<file path="src/verilog/fwc_defines.svh">
// constants for the flash write control block
`ifndef FWC_DEFINES_SVH
`define FWC_DEFINES_SVH
`define FWC_BIT_WREN     0
`define FWC_BIT_ERSEL    1
`define FWC_BIT_BUSY     2
`define FWC_BIT_FAIL     3
`define FWC_BIT_VALID    4
`define FWC_TMR_LO       5
`define FWC_TMR_HI       6
`define FWC_BIT_DWORD    7
`define FWC_BANK_LO      8
`define FWC_BANK_HI      9
`define FWC_BIT_WMKEEP   15
`define FWC_PROT_RST     1'b1
`define FWC_PULSE_C0     128
`define FWC_PULSE_C1     2048
`define FWC_PULSE_C2     32768
`define FWC_PULSE_C3     262144
`define FWC_BANK0_LO     16'h0000
`define FWC_BANK0_HI     16'h2FFF
`define FWC_BANK1_LO     16'h3000
`define FWC_BANK1_HI     16'h5FFF
`define FWC_BANK2_LO     16'h6000
`define FWC_BANK2_HI     16'h77FF
`define FWC_BANK3_LO     16'h7800
`define FWC_BANK3_HI     16'h7FFF
`endif

</file>
<file path="src/verilog/fwc_pkg.sv">
// types for the flash write control block
package fwc_pkg;
  typedef enum logic [3:0] {
    OP_STANDARD  = 4'h1,
    OP_NONVERIFY = 4'h2,
    OP_PROGRAM   = 4'h4,
    OP_ERASE     = 4'h8
  } fwc_op_t;

  typedef enum logic [3:0] {
    RD_NORMAL_ANY = 4'h1,
    RD_NORMAL_IND = 4'h2,
    RD_PROG_VFY   = 4'h4,
    RD_ERASE_VFY  = 4'h8
  } fwc_rdmode_t;

  typedef enum logic [3:0] {
    ST_STD   = 4'h1,
    ST_ARMED = 4'h2,
    ST_WRITE = 4'h4,
    ST_BUSY  = 4'h8
  } fwc_state_t;

  // one cpu access into the active flash address space
  typedef struct packed {
    logic        valid;
    logic        write;
    logic        direct;
    logic        word;
    logic        from_flash;
    logic [14:0] addr;
    logic [15:0] wdata;
  } fwc_acc_t;

  // request forwarded to the flash array
  typedef struct packed {
    logic        req;
    logic        we;
    logic [16:0] addr;
    logic [15:0] wdata;
  } fwc_arr_t;
endpackage

</file>
<file path="src/verilog/fwc_mode_decode.sv">
// decode of control bits into operation and read mode
`timescale 1ns/1ps
module fwc_mode_decode (
  input  wire logic            wm_keep,
  input  wire logic            erase_sel,
  input  wire logic            write_en,
  output fwc_pkg::fwc_op_t     op_mode,
  output fwc_pkg::fwc_rdmode_t rd_mode
);
  always_comb begin
    if (!wm_keep) begin
      op_mode = fwc_pkg::OP_STANDARD;
      rd_mode = fwc_pkg::RD_NORMAL_ANY;
    end else if (!write_en) begin
      op_mode = fwc_pkg::OP_NONVERIFY;
      rd_mode = fwc_pkg::RD_NORMAL_IND;
    end else if (erase_sel) begin
      op_mode = fwc_pkg::OP_ERASE;
      rd_mode = fwc_pkg::RD_ERASE_VFY;
    end else begin
      op_mode = fwc_pkg::OP_PROGRAM;
      rd_mode = fwc_pkg::RD_PROG_VFY;
    end
  end
endmodule

</file>
<file path="src/verilog/fwc_pulse_timer.sv">
// down counter that times one program or erase pulse
`timescale 1ns/1ps
module fwc_pulse_timer (
  input  wire logic        clk,
  input  wire logic        rst,
  input  wire logic        start,
  input  wire logic [18:0] len,
  output logic             running,
  output logic             done
);
  logic [18:0] cnt_ff;
  logic        run_ff;
  logic        done_ff;

  always_ff @(posedge clk) begin
    if (rst) begin
      run_ff  <= 1'b0;
      cnt_ff  <= 19'h00000;
      done_ff <= 1'b0;
    end else begin
      done_ff <= 1'b0;
      if (start) begin
        run_ff <= 1'b1;
        cnt_ff <= len - 19'h00001;
      end else if (run_ff) begin
        if (cnt_ff == 19'h00000) begin
          run_ff  <= 1'b0;
          done_ff <= 1'b1;
        end else begin
          cnt_ff <= cnt_ff - 19'h00001;
        end
      end
    end
  end

  assign running = run_ff;
  assign done    = done_ff;
endmodule

</file>
<file path="src/verilog/fwc_flash_write_control.sv">
// flash write control: mode decode, virtual control register, pulses
`timescale 1ns/1ps
`include "fwc_defines.svh"
module fwc_flash_write_control #(
  parameter int PULSE_C0 = `FWC_PULSE_C0,
  parameter int PULSE_C1 = `FWC_PULSE_C1,
  parameter int PULSE_C2 = `FWC_PULSE_C2,
  parameter int PULSE_C3 = `FWC_PULSE_C3
) (
  input  wire logic             clk,
  input  wire logic             rst,
  input  wire fwc_pkg::fwc_acc_t acc,
  input  wire logic             vpp_ok,
  input  wire logic             protect_en,
  input  wire logic             map_high,
  output logic [15:0]           rdata_ff,
  output logic                  rvalid_ff,
  output fwc_pkg::fwc_arr_t     arr_ff,
  output fwc_pkg::fwc_rdmode_t  rd_mode_ff,
  output logic                  writing_mode_ff,
  output logic                  prog_pulse_ff,
  output logic                  erase_pulse_ff,
  output logic [16:0]           erase_lo_ff,
  output logic [16:0]           erase_hi_ff,
  output logic                  read_block_ff
);
  fwc_pkg::fwc_state_t  state_ff;
  fwc_pkg::fwc_state_t  nxt_state;
  fwc_pkg::fwc_op_t     op_mode;
  fwc_pkg::fwc_rdmode_t rd_mode;
  logic        wm_keep_ff;
  logic        write_en_ff;
  logic        erase_sel_ff;
  logic        dword_ff;
  logic        dword_half_ff;
  logic [1:0]  timer_sel_ff;
  logic [1:0]  bank_sel_ff;
  logic        prot_bit_ff;
  logic        valid_ff;
  logic        fail_ff;
  logic        busy_ff;
  logic [18:0] pulse_len;
  logic        tmr_run;
  logic        tmr_done;
  logic        in_write;
  logic        ctl_wr;
  logic        ind_wr;
  logic        start_prog;
  logic        start_erase;
  logic        start_op;
  logic        key_hit;
  logic [15:0] ctl_view;
  logic [15:0] lo_off;
  logic [15:0] hi_off;

  fwc_mode_decode u_decode (
    .wm_keep   (wm_keep_ff),
    .erase_sel (erase_sel_ff),
    .write_en  (write_en_ff),
    .op_mode   (op_mode),
    .rd_mode   (rd_mode)
  );

  always_comb begin
    case (timer_sel_ff)
      2'h0:    pulse_len = 19'(PULSE_C0);
      2'h1:    pulse_len = 19'(PULSE_C1);
      2'h2:    pulse_len = 19'(PULSE_C2);
      default: pulse_len = 19'(PULSE_C3);
    endcase
  end

  fwc_pulse_timer u_timer (
    .clk     (clk),
    .rst     (rst),
    .start   (start_op),
    .len     (pulse_len),
    .running (tmr_run),
    .done    (tmr_done)
  );

  // control register is only visible once the key sequence has run
  assign in_write = (state_ff == fwc_pkg::ST_WRITE) ||
                    (state_ff == fwc_pkg::ST_BUSY);
  assign ctl_wr   = in_write && acc.valid && acc.write && acc.direct &&
                    acc.word && !acc.addr[0];
  assign ind_wr   = in_write && acc.valid && acc.write && !acc.direct &&
                    !acc.addr[0] && !busy_ff;
  // key write: indirect, even, data equal to the address
  assign key_hit  = acc.valid && acc.write && !acc.direct &&
                    !acc.addr[0] && acc.wdata == {1'b0, acc.addr};
  // double-word programming waits for the second of two writes
  assign start_prog  = ind_wr && op_mode == fwc_pkg::OP_PROGRAM &&
                       (!dword_ff || dword_half_ff);
  assign start_erase = ind_wr && op_mode == fwc_pkg::OP_ERASE &&
                       acc.wdata == {1'b0, acc.addr};
  assign start_op    = start_prog || start_erase;

  always_comb begin
    nxt_state = state_ff;
    case (state_ff)
      fwc_pkg::ST_STD: begin
        if (acc.valid && acc.write && acc.direct && !acc.addr[0])
          nxt_state = fwc_pkg::ST_ARMED;
      end
      fwc_pkg::ST_ARMED: begin
        // any other access breaks the sequence
        if (acc.valid)
          nxt_state = key_hit ? fwc_pkg::ST_WRITE : fwc_pkg::ST_STD;
      end
      fwc_pkg::ST_WRITE: begin
        if (start_op)
          nxt_state = fwc_pkg::ST_BUSY;
        else if (ctl_wr && !acc.wdata[`FWC_BIT_WMKEEP])
          nxt_state = fwc_pkg::ST_STD;
      end
      fwc_pkg::ST_BUSY: begin
        if (tmr_done)
          nxt_state = fwc_pkg::ST_WRITE;
      end
      default: nxt_state = fwc_pkg::ST_STD;
    endcase
  end

  always_ff @(posedge clk) begin
    if (rst)
      state_ff <= fwc_pkg::ST_STD;
    else
      state_ff <= nxt_state;
  end

  // control fields; frozen while a pulse runs
  always_ff @(posedge clk) begin
    if (rst || nxt_state == fwc_pkg::ST_STD) begin
      wm_keep_ff   <= 1'b0;
      write_en_ff  <= 1'b0;
      erase_sel_ff <= 1'b0;
      dword_ff     <= 1'b0;
      timer_sel_ff <= 2'h0;
      bank_sel_ff  <= 2'h0;
    end else if (state_ff == fwc_pkg::ST_ARMED && key_hit) begin
      wm_keep_ff <= 1'b1;
    end else if (ctl_wr && !busy_ff) begin
      wm_keep_ff   <= acc.wdata[`FWC_BIT_WMKEEP];
      write_en_ff  <= acc.wdata[`FWC_BIT_WREN];
      erase_sel_ff <= acc.wdata[`FWC_BIT_ERSEL];
      dword_ff     <= acc.wdata[`FWC_BIT_DWORD];
      timer_sel_ff <= acc.wdata[`FWC_TMR_HI:`FWC_TMR_LO];
      bank_sel_ff  <= acc.wdata[`FWC_BANK_HI:`FWC_BANK_LO];
    end
  end

  always_ff @(posedge clk) begin
    if (rst || !in_write || start_op)
      dword_half_ff <= 1'b0;
    else if (ind_wr && op_mode == fwc_pkg::OP_PROGRAM && dword_ff)
      dword_half_ff <= 1'b1;
  end

  always_ff @(posedge clk) begin
    if (rst)
      prot_bit_ff <= `FWC_PROT_RST;
    else if (ctl_wr && !busy_ff)
      prot_bit_ff <= acc.wdata[`FWC_BIT_BUSY];
    else if (state_ff == fwc_pkg::ST_STD && acc.valid && acc.write &&
             acc.direct && acc.word && acc.from_flash)
      prot_bit_ff <= acc.wdata[`FWC_BIT_BUSY];
  end

  always_ff @(posedge clk) begin
    if (rst)
      busy_ff <= 1'b0;
    else if (start_op)
      busy_ff <= 1'b1;
    else if (tmr_done)
      busy_ff <= 1'b0;
  end

  // sampled every cycle, reset included, so it tracks the pin
  always_ff @(posedge clk) begin
    valid_ff <= vpp_ok;
  end

  always_ff @(posedge clk) begin
    if (rst)
      fail_ff <= 1'b0;
    else if (start_op)
      fail_ff <= !vpp_ok;
    else if (busy_ff && !vpp_ok)
      fail_ff <= 1'b1;
  end

  // protection bit is written at the busy flag position, which reads back busy_ff
  assign ctl_view = {wm_keep_ff, 5'h00, bank_sel_ff, dword_ff,
                     timer_sel_ff, valid_ff, fail_ff, busy_ff,
                     erase_sel_ff, write_en_ff};

  always_ff @(posedge clk) begin
    if (rst) begin
      rdata_ff  <= 16'h0000;
      rvalid_ff <= 1'b0;
    end else begin
      rvalid_ff <= in_write && acc.valid && !acc.write && acc.direct;
      rdata_ff  <= ctl_view;
    end
  end

  // array path: indirect reads and program writes in writing mode, any read in standard mode
  always_ff @(posedge clk) begin
    if (rst) begin
      arr_ff <= '0;
    end else begin
      arr_ff.req <= acc.valid && !busy_ff &&
                    ((in_write && !acc.direct && (!acc.write ||
                      op_mode == fwc_pkg::OP_PROGRAM)) ||
                     (!in_write && !acc.write));
      arr_ff.we    <= in_write && acc.write && !acc.direct &&
                      op_mode == fwc_pkg::OP_PROGRAM;
      arr_ff.addr  <= {map_high, 1'b0, acc.addr};
      arr_ff.wdata <= acc.wdata;
    end
  end

  always_ff @(posedge clk) begin
    if (rst) begin
      rd_mode_ff      <= fwc_pkg::RD_NORMAL_ANY;
      writing_mode_ff <= 1'b0;
      prog_pulse_ff   <= 1'b0;
      erase_pulse_ff  <= 1'b0;
    end else begin
      rd_mode_ff      <= rd_mode;
      writing_mode_ff <= in_write;
      prog_pulse_ff   <= tmr_run && !erase_sel_ff;
      erase_pulse_ff  <= tmr_run && erase_sel_ff;
    end
  end

  always_comb begin
    case (bank_sel_ff)
      2'h0: begin
        lo_off = `FWC_BANK0_LO;
        hi_off = `FWC_BANK0_HI;
      end
      2'h1: begin
        lo_off = `FWC_BANK1_LO;
        hi_off = `FWC_BANK1_HI;
      end
      2'h2: begin
        lo_off = `FWC_BANK2_LO;
        hi_off = `FWC_BANK2_HI;
      end
      default: begin
        lo_off = `FWC_BANK3_LO;
        hi_off = `FWC_BANK3_HI;
      end
    endcase
  end

  always_ff @(posedge clk) begin
    if (rst) begin
      erase_lo_ff <= 17'h00000;
      erase_hi_ff <= 17'h00000;
    end else begin
      erase_lo_ff <= {map_high, lo_off};
      erase_hi_ff <= {map_high, hi_off};
    end
  end

  // blocks array reads issued from code outside the flash
  always_ff @(posedge clk) begin
    if (rst)
      read_block_ff <= 1'b0;
    else
      read_block_ff <= protect_en && prot_bit_ff && acc.valid &&
                       !acc.write && !acc.from_flash;
  end

  logic [18:0] busy_len_ff;
  logic [18:0] exp_len_ff;
  always_ff @(posedge clk) begin
    if (rst || start_op)
      busy_len_ff <= 19'h00000;
    else if (busy_ff)
      busy_len_ff <= busy_len_ff + 19'h00001;
  end
  always_ff @(posedge clk) begin
    if (start_op)
      exp_len_ff <= pulse_len;
  end
endmodule

</file>
<file path="config.mk">
export PLATFORM = sky130hd
export DESIGN_NAME = fwc_flash_write_control
export DESIGN_NICKNAME = d
export VERILOG_FILES = /design/src/verilog/fwc_pkg.sv /design/src/verilog/fwc_mode_decode.sv /design/src/verilog/fwc_pulse_timer.sv /design/src/verilog/fwc_flash_write_control.sv
export VERILOG_INCLUDE_DIRS = /design/src /design/src/verilog
export SDC_FILE = /design/constraint.sdc
export NUM_CORES = 1
export LEC_CHECK = 0
export BUFFER_PORTS_ARGS = -buffer_cell sky130_fd_sc_hd__buf_2
export CAP_MARGIN = 20
export CORE_MARGIN = 5
export CORE_UTILIZATION = 54
export DETAILED_ROUTE_END_ITERATION = 7
export GPL_ROUTABILITY_DRIVEN = 1
export PLACE_DENSITY_LB_ADDON = 0.12
export SLEW_MARGIN = 5
export SYNTH_ARGS = -nofsm -noshare
export SYNTH_HDL_FRONTEND = slang
export SYNTH_SLANG_ARGS = --single-unit
export TNS_END_PERCENT = 100
</file>
<file path="constraint.sdc">
create_clock -name clk -period 8.9 [get_ports clk]
set_clock_uncertainty 0.15 [all_clocks]
set_input_delay 1.335 -clock clk [delete_from_list [all_inputs] [get_ports clk]]
set_output_delay 1.335 -clock clk [all_outputs]
set_load 0.02 [all_outputs]
</file>
==> results list <==
- Clock buffers created by TritonCTS: 9
* Part of the cycle the worst path needs: just under 50%
- After synthesis, flip-flops and latches occupy between 40% and 50% of the total area.
- The hold violation total from the final report is 0.
- Layout Nets: between 500 and 600
* Deepest clock path buffer count: 2
- Utilization after layout: approximately 64%
- Number of optimization iterations in the first detailed-route pass: 5
* Wire length of the first global-routing pass: 14.8 mm
* Number of H-tree levels: 3
* Num ports: around 140
* Total core area: approximately 7300 um^2
- Die width: 96.6 um
* Static leakage: ~2.1 nW
* Global router's overall resource usage: a little under a fifth
- Crit-path cells: buf_2, xor2_1, or4_4, nor4_4, a41oi_2, buf_4, nand2_1, ha_1, nand2_1, a2111oi_0, xnor2_1, mux2_4, nor2_1
- Max-slew violation count: 0
- Ratio of routed vias to standard cells: between 5 and 6
* Number of antenna cells inserted: 0
* Reg2reg setup slack: 5.35 ns
* Biggest fanout along the worst timing path: 39
- Synth warn: 0
* Synth Flop Type: dfxtp_1
- The share of synthesized area in the top cell type comes to between 40% and 50%.
- Synth Register Bits: 99
- Final weighted congestion in routability-driven placement: 0.886
- Share of post-route cells with drive strength above 1: ~28%
- Largest delay contributor family on the critical path: simple AND/OR/NAND/NOR gates
- Die footprint: between 9000 and 10,000 um^2
* Area after detailed placement: between 4000 and 5000 um^2
- R2r startpoint: busy_ff$_SDFFE_PP0P_
* Worst-case vdd ir drop: approximately 0.074 mV
- Once the floorplan was initialized, standard cells occupied 55.6% of the core.
* Min-delay worst type: register to register
- After legalization and detailed placement, the total HPWL measured around 6.5 mm.
- Port buffering added between 100 and 150 buffers.
- Dividing the synthesized area by the synthesized cell count gives a little under 10 um^2.
- Number of buffers added for setup after CTS: 0
- DRT antenna net count: 0
- CTS Root Buffer Type: clkbuf_8
- Summed over all layers, the routed wires come to between 8 and 9 mm.
- Ys async rst share: 0%
- The path with the worst hold slack has its endpoint at rdata_ff[4]$_SDFF_PP0_.
- For the final routed database, the setup TNS stands at 0 ns.
* Worst skew pair latency: between 0.3 and 0.4 ns
* Kind of capture point of the worst setup path: register
- Number of clock sinks: 99
* Data required time of the worst path: 9.05 ns
- The first routing iteration left between 80 and 90 violations.
- CTS tree: done
* Grt total ovfl: 0
- Derived from the worst setup path, the maximum achievable clock frequency is between 200 and 250 MHz.
- Overall power consumption after layout is estimated at 0.801 mW.
* Time the final worst path needs with I/O delays and setup: 4.31 ns
- Clock-pin slew reported for the worst setup and hold paths after clock tree synthesis: about 0.10 ns
- Sum of buffers and inverters on the critical path: 2
* Main area contributors after synthesis: dfxtp_1, nor2b_1, buf_4
- The via count of the first global-routing pass came to 3,013.
* Layout filler cell count: about 660
- The worst setup path is launched from an input pin.
- Largest net degree at the start of global routing: about 70
* Cell taking the most area after synthesis: dfxtp_1
* Worst hold path stage count: 1
- Number of distinct library cells after synthesis: 54
- Final setup violation count: 0
- Synthesized cell area: a little over 4000 um^2
* Die height: 96.6 um
- The run finished with clean final reports.
- Setup repair after global routing left no endpoint under its margin.
- The startpoint identified for the worst hold timing path is valid_ff$_DFF_P_.
- STA puts the critical path data arrival time at approximately 4.5 ns.
* Worst-case headroom to the max-slew limit: 37.1%
- Initial antenna violation count: 0
- Power density over the cells: roughly 170 nW/um^2
- Max-cap violations in this run came to 0.
- Cell with the biggest individual delay on the critical path: or4_4
* Crit path top cell by count: nand2_1
- Relative to the synthesized area, the layout overhead comes to 16.1%.
- Reg2reg path depth: 11
* Reg2Reg Capture Point: u_timer.cnt_ff[10]$_SDFFE_PP0P_
* DRC violation count after routing: 0
* Largest stage delay on the critical path: about 0.52 ns
- Cell count after synthesis: around 420
- Buffers inserted to repair hold after CTS numbered 0.
* Detailed-route wire length per cell: ~14 um
* Tightest Pin Transition: between 0.9 and 1 ns
* EDFF count, synth: 0
- In this run the core area contains 31 standard-cell rows.
* Total of cells resized after clock tree synthesis: 0
- Summing all non-filler instances in the final layout gives an area of 4700 um^2.
- Type of the setup path with the least slack: input pin to register
- The routed layout has ~3,100 vias.
[registers in the layout, summed over array words and instances, names as in the netlist, 2 cells and up]
register / flops
arr_ff: 33
u_timer.cnt_ff: 19
rdata_ff: 11
erase_hi_ff: 4
erase_lo_ff: 4
rd_mode_ff: 4
state_ff: 4
bank_sel_ff: 2
timer_sel_ff: 2
[through the flow]
stage / hold WS (ns) / worst slack, ns / instances
2_1_floorplan: 0.264 / 4.71 / 434
3_3_place_gp: 0.273 / 4.31 / 601
3_5_place_dp: 0.278 / 4.23 / 601
4_1_cts: 0.289 / 4.62 / 617
5_1_grt: 0.323 / 4.30 / 617
6_report: 0.285 / 4.59 / 617
[layer usage]
layer | track usage [%] | part of all wire (%) | vias to the layer above
met3 | 5.18 | 6.8 | 9
met5 | 0 | 0 | -
met2 | 31.9 | 49 | 116
met4 | 6.05 | 1.1 | 0
li1 | - | - | 1562
met1 | 23.7 | 43 | 1445
[how the worst max path moves through the flow]
| stage | to | startpoint | slack, ns | cells past startpoint |
|---|---|---|---|---|
| after detailed placement | u_timer.cnt_ff[10]$_SDFFE_PP0P_ | acc[16] | 4.23 | 13 |
| after global placement | u_timer.cnt_ff[10]$_SDFFE_PP0P_ | acc[16] | 4.31 | 13 |
| after global routing | u_timer.cnt_ff[10]$_SDFFE_PP0P_ | acc[16] | 4.30 | 13 |
| final | u_timer.cnt_ff[10]$_SDFFE_PP0P_ | acc[16] | 4.59 | 13 |
| after CTS | u_timer.cnt_ff[10]$_SDFFE_PP0P_ | acc[16] | 4.62 | 13 |
| after floorplan | u_timer.cnt_ff[10]$_SDFFE_PP0P_ | acc[0] | 4.71 | 13 |
[layout make-up]
type / count / area, um^2 / share of cell area, %
clock buffers: 10 / 138 / 2.93
flip-flops and latches: 99 / 1980 / 42.2
inverters: 7 / 26.3 / 0.559
repair buffers: 117 / 591 / 12.6
multi-input cells: 279 / 1780 / 37.9
clock inverters: 6 / 58.8 / 1.25
well taps: 99 / 124 / 2.63
[cells by family after synthesis]
logic type                 count (synthesis)  synth area share (%)
DFF                                       99                  48.9
buffers and inverters                     56                  8.86
adders and majority gates                  1                 0.309
and+or+nand+nor                          163                  23.6
other                                      1                0.0926
xor gates and xnor gates                  32                  6.92
muxes                                      9                  2.35
AOI/OAI and AO/OA                         55                  8.99
[worst reg2reg max path, cell delays in order, from the launching register on]
cell and delay [ns]:
dfxtp_1 0.38, nor4_1 0.69, and4_1 0.30, a41oi_2 0.04, buf_4 0.29, nand2_1 0.13
ha_1 0.40, nand2_1 0.15, a2111oi_0 0.50, xnor2_1 0.11, mux2_4 0.27, nor2_1 0.08
[layout by cell type, fill, tap and decap left out, drive strengths merged, types with 4 or more instances in the layout]
cell type	n
buf	117
dfxtp	99
nor2b	44
nor2	30
nand2	25
a21oi	23
xnor2	22
conb	19
nor3	11
xor2	10
clkbuf	10
a211oi	9
nor4	9
inv	9
mux2i	8
nand4	7
and3	6
nand3	6
o21ai	5
or4	5
nand2b	4
[Yosys cell counts (2+ instances only)]
library cell	number
nor2b_1	44
clkbuf_1	10
nand3_1	6
and4_1	2
nor3_1	9
o31ai_1	3
a21oi_1	23
mux2i_1	8
nor4_1	8
and4b_1	2
o21ai_0	4
nand3b_1	3
or4_4	2
buf_2	2
and3_1	6
inv_1	7
nor2_1	30
or4_1	3
dfxtp_1	99
nor3b_1	3
a21o_1	2
or3_1	2
nand2b_1	4
a211oi_1	9
buf_6	3
xnor2_1	22
nand2_1	25
nand4_1	7
o21a_1	2
buf_4	33
xor2_1	10
[power by group]
group          internal, mW  switching (mW)  total [mW]
logic                0.0245          0.0464      0.0709
clock network         0.115           0.161       0.276
registers             0.452         0.00248       0.454
(Power assumes the default switching activity.)
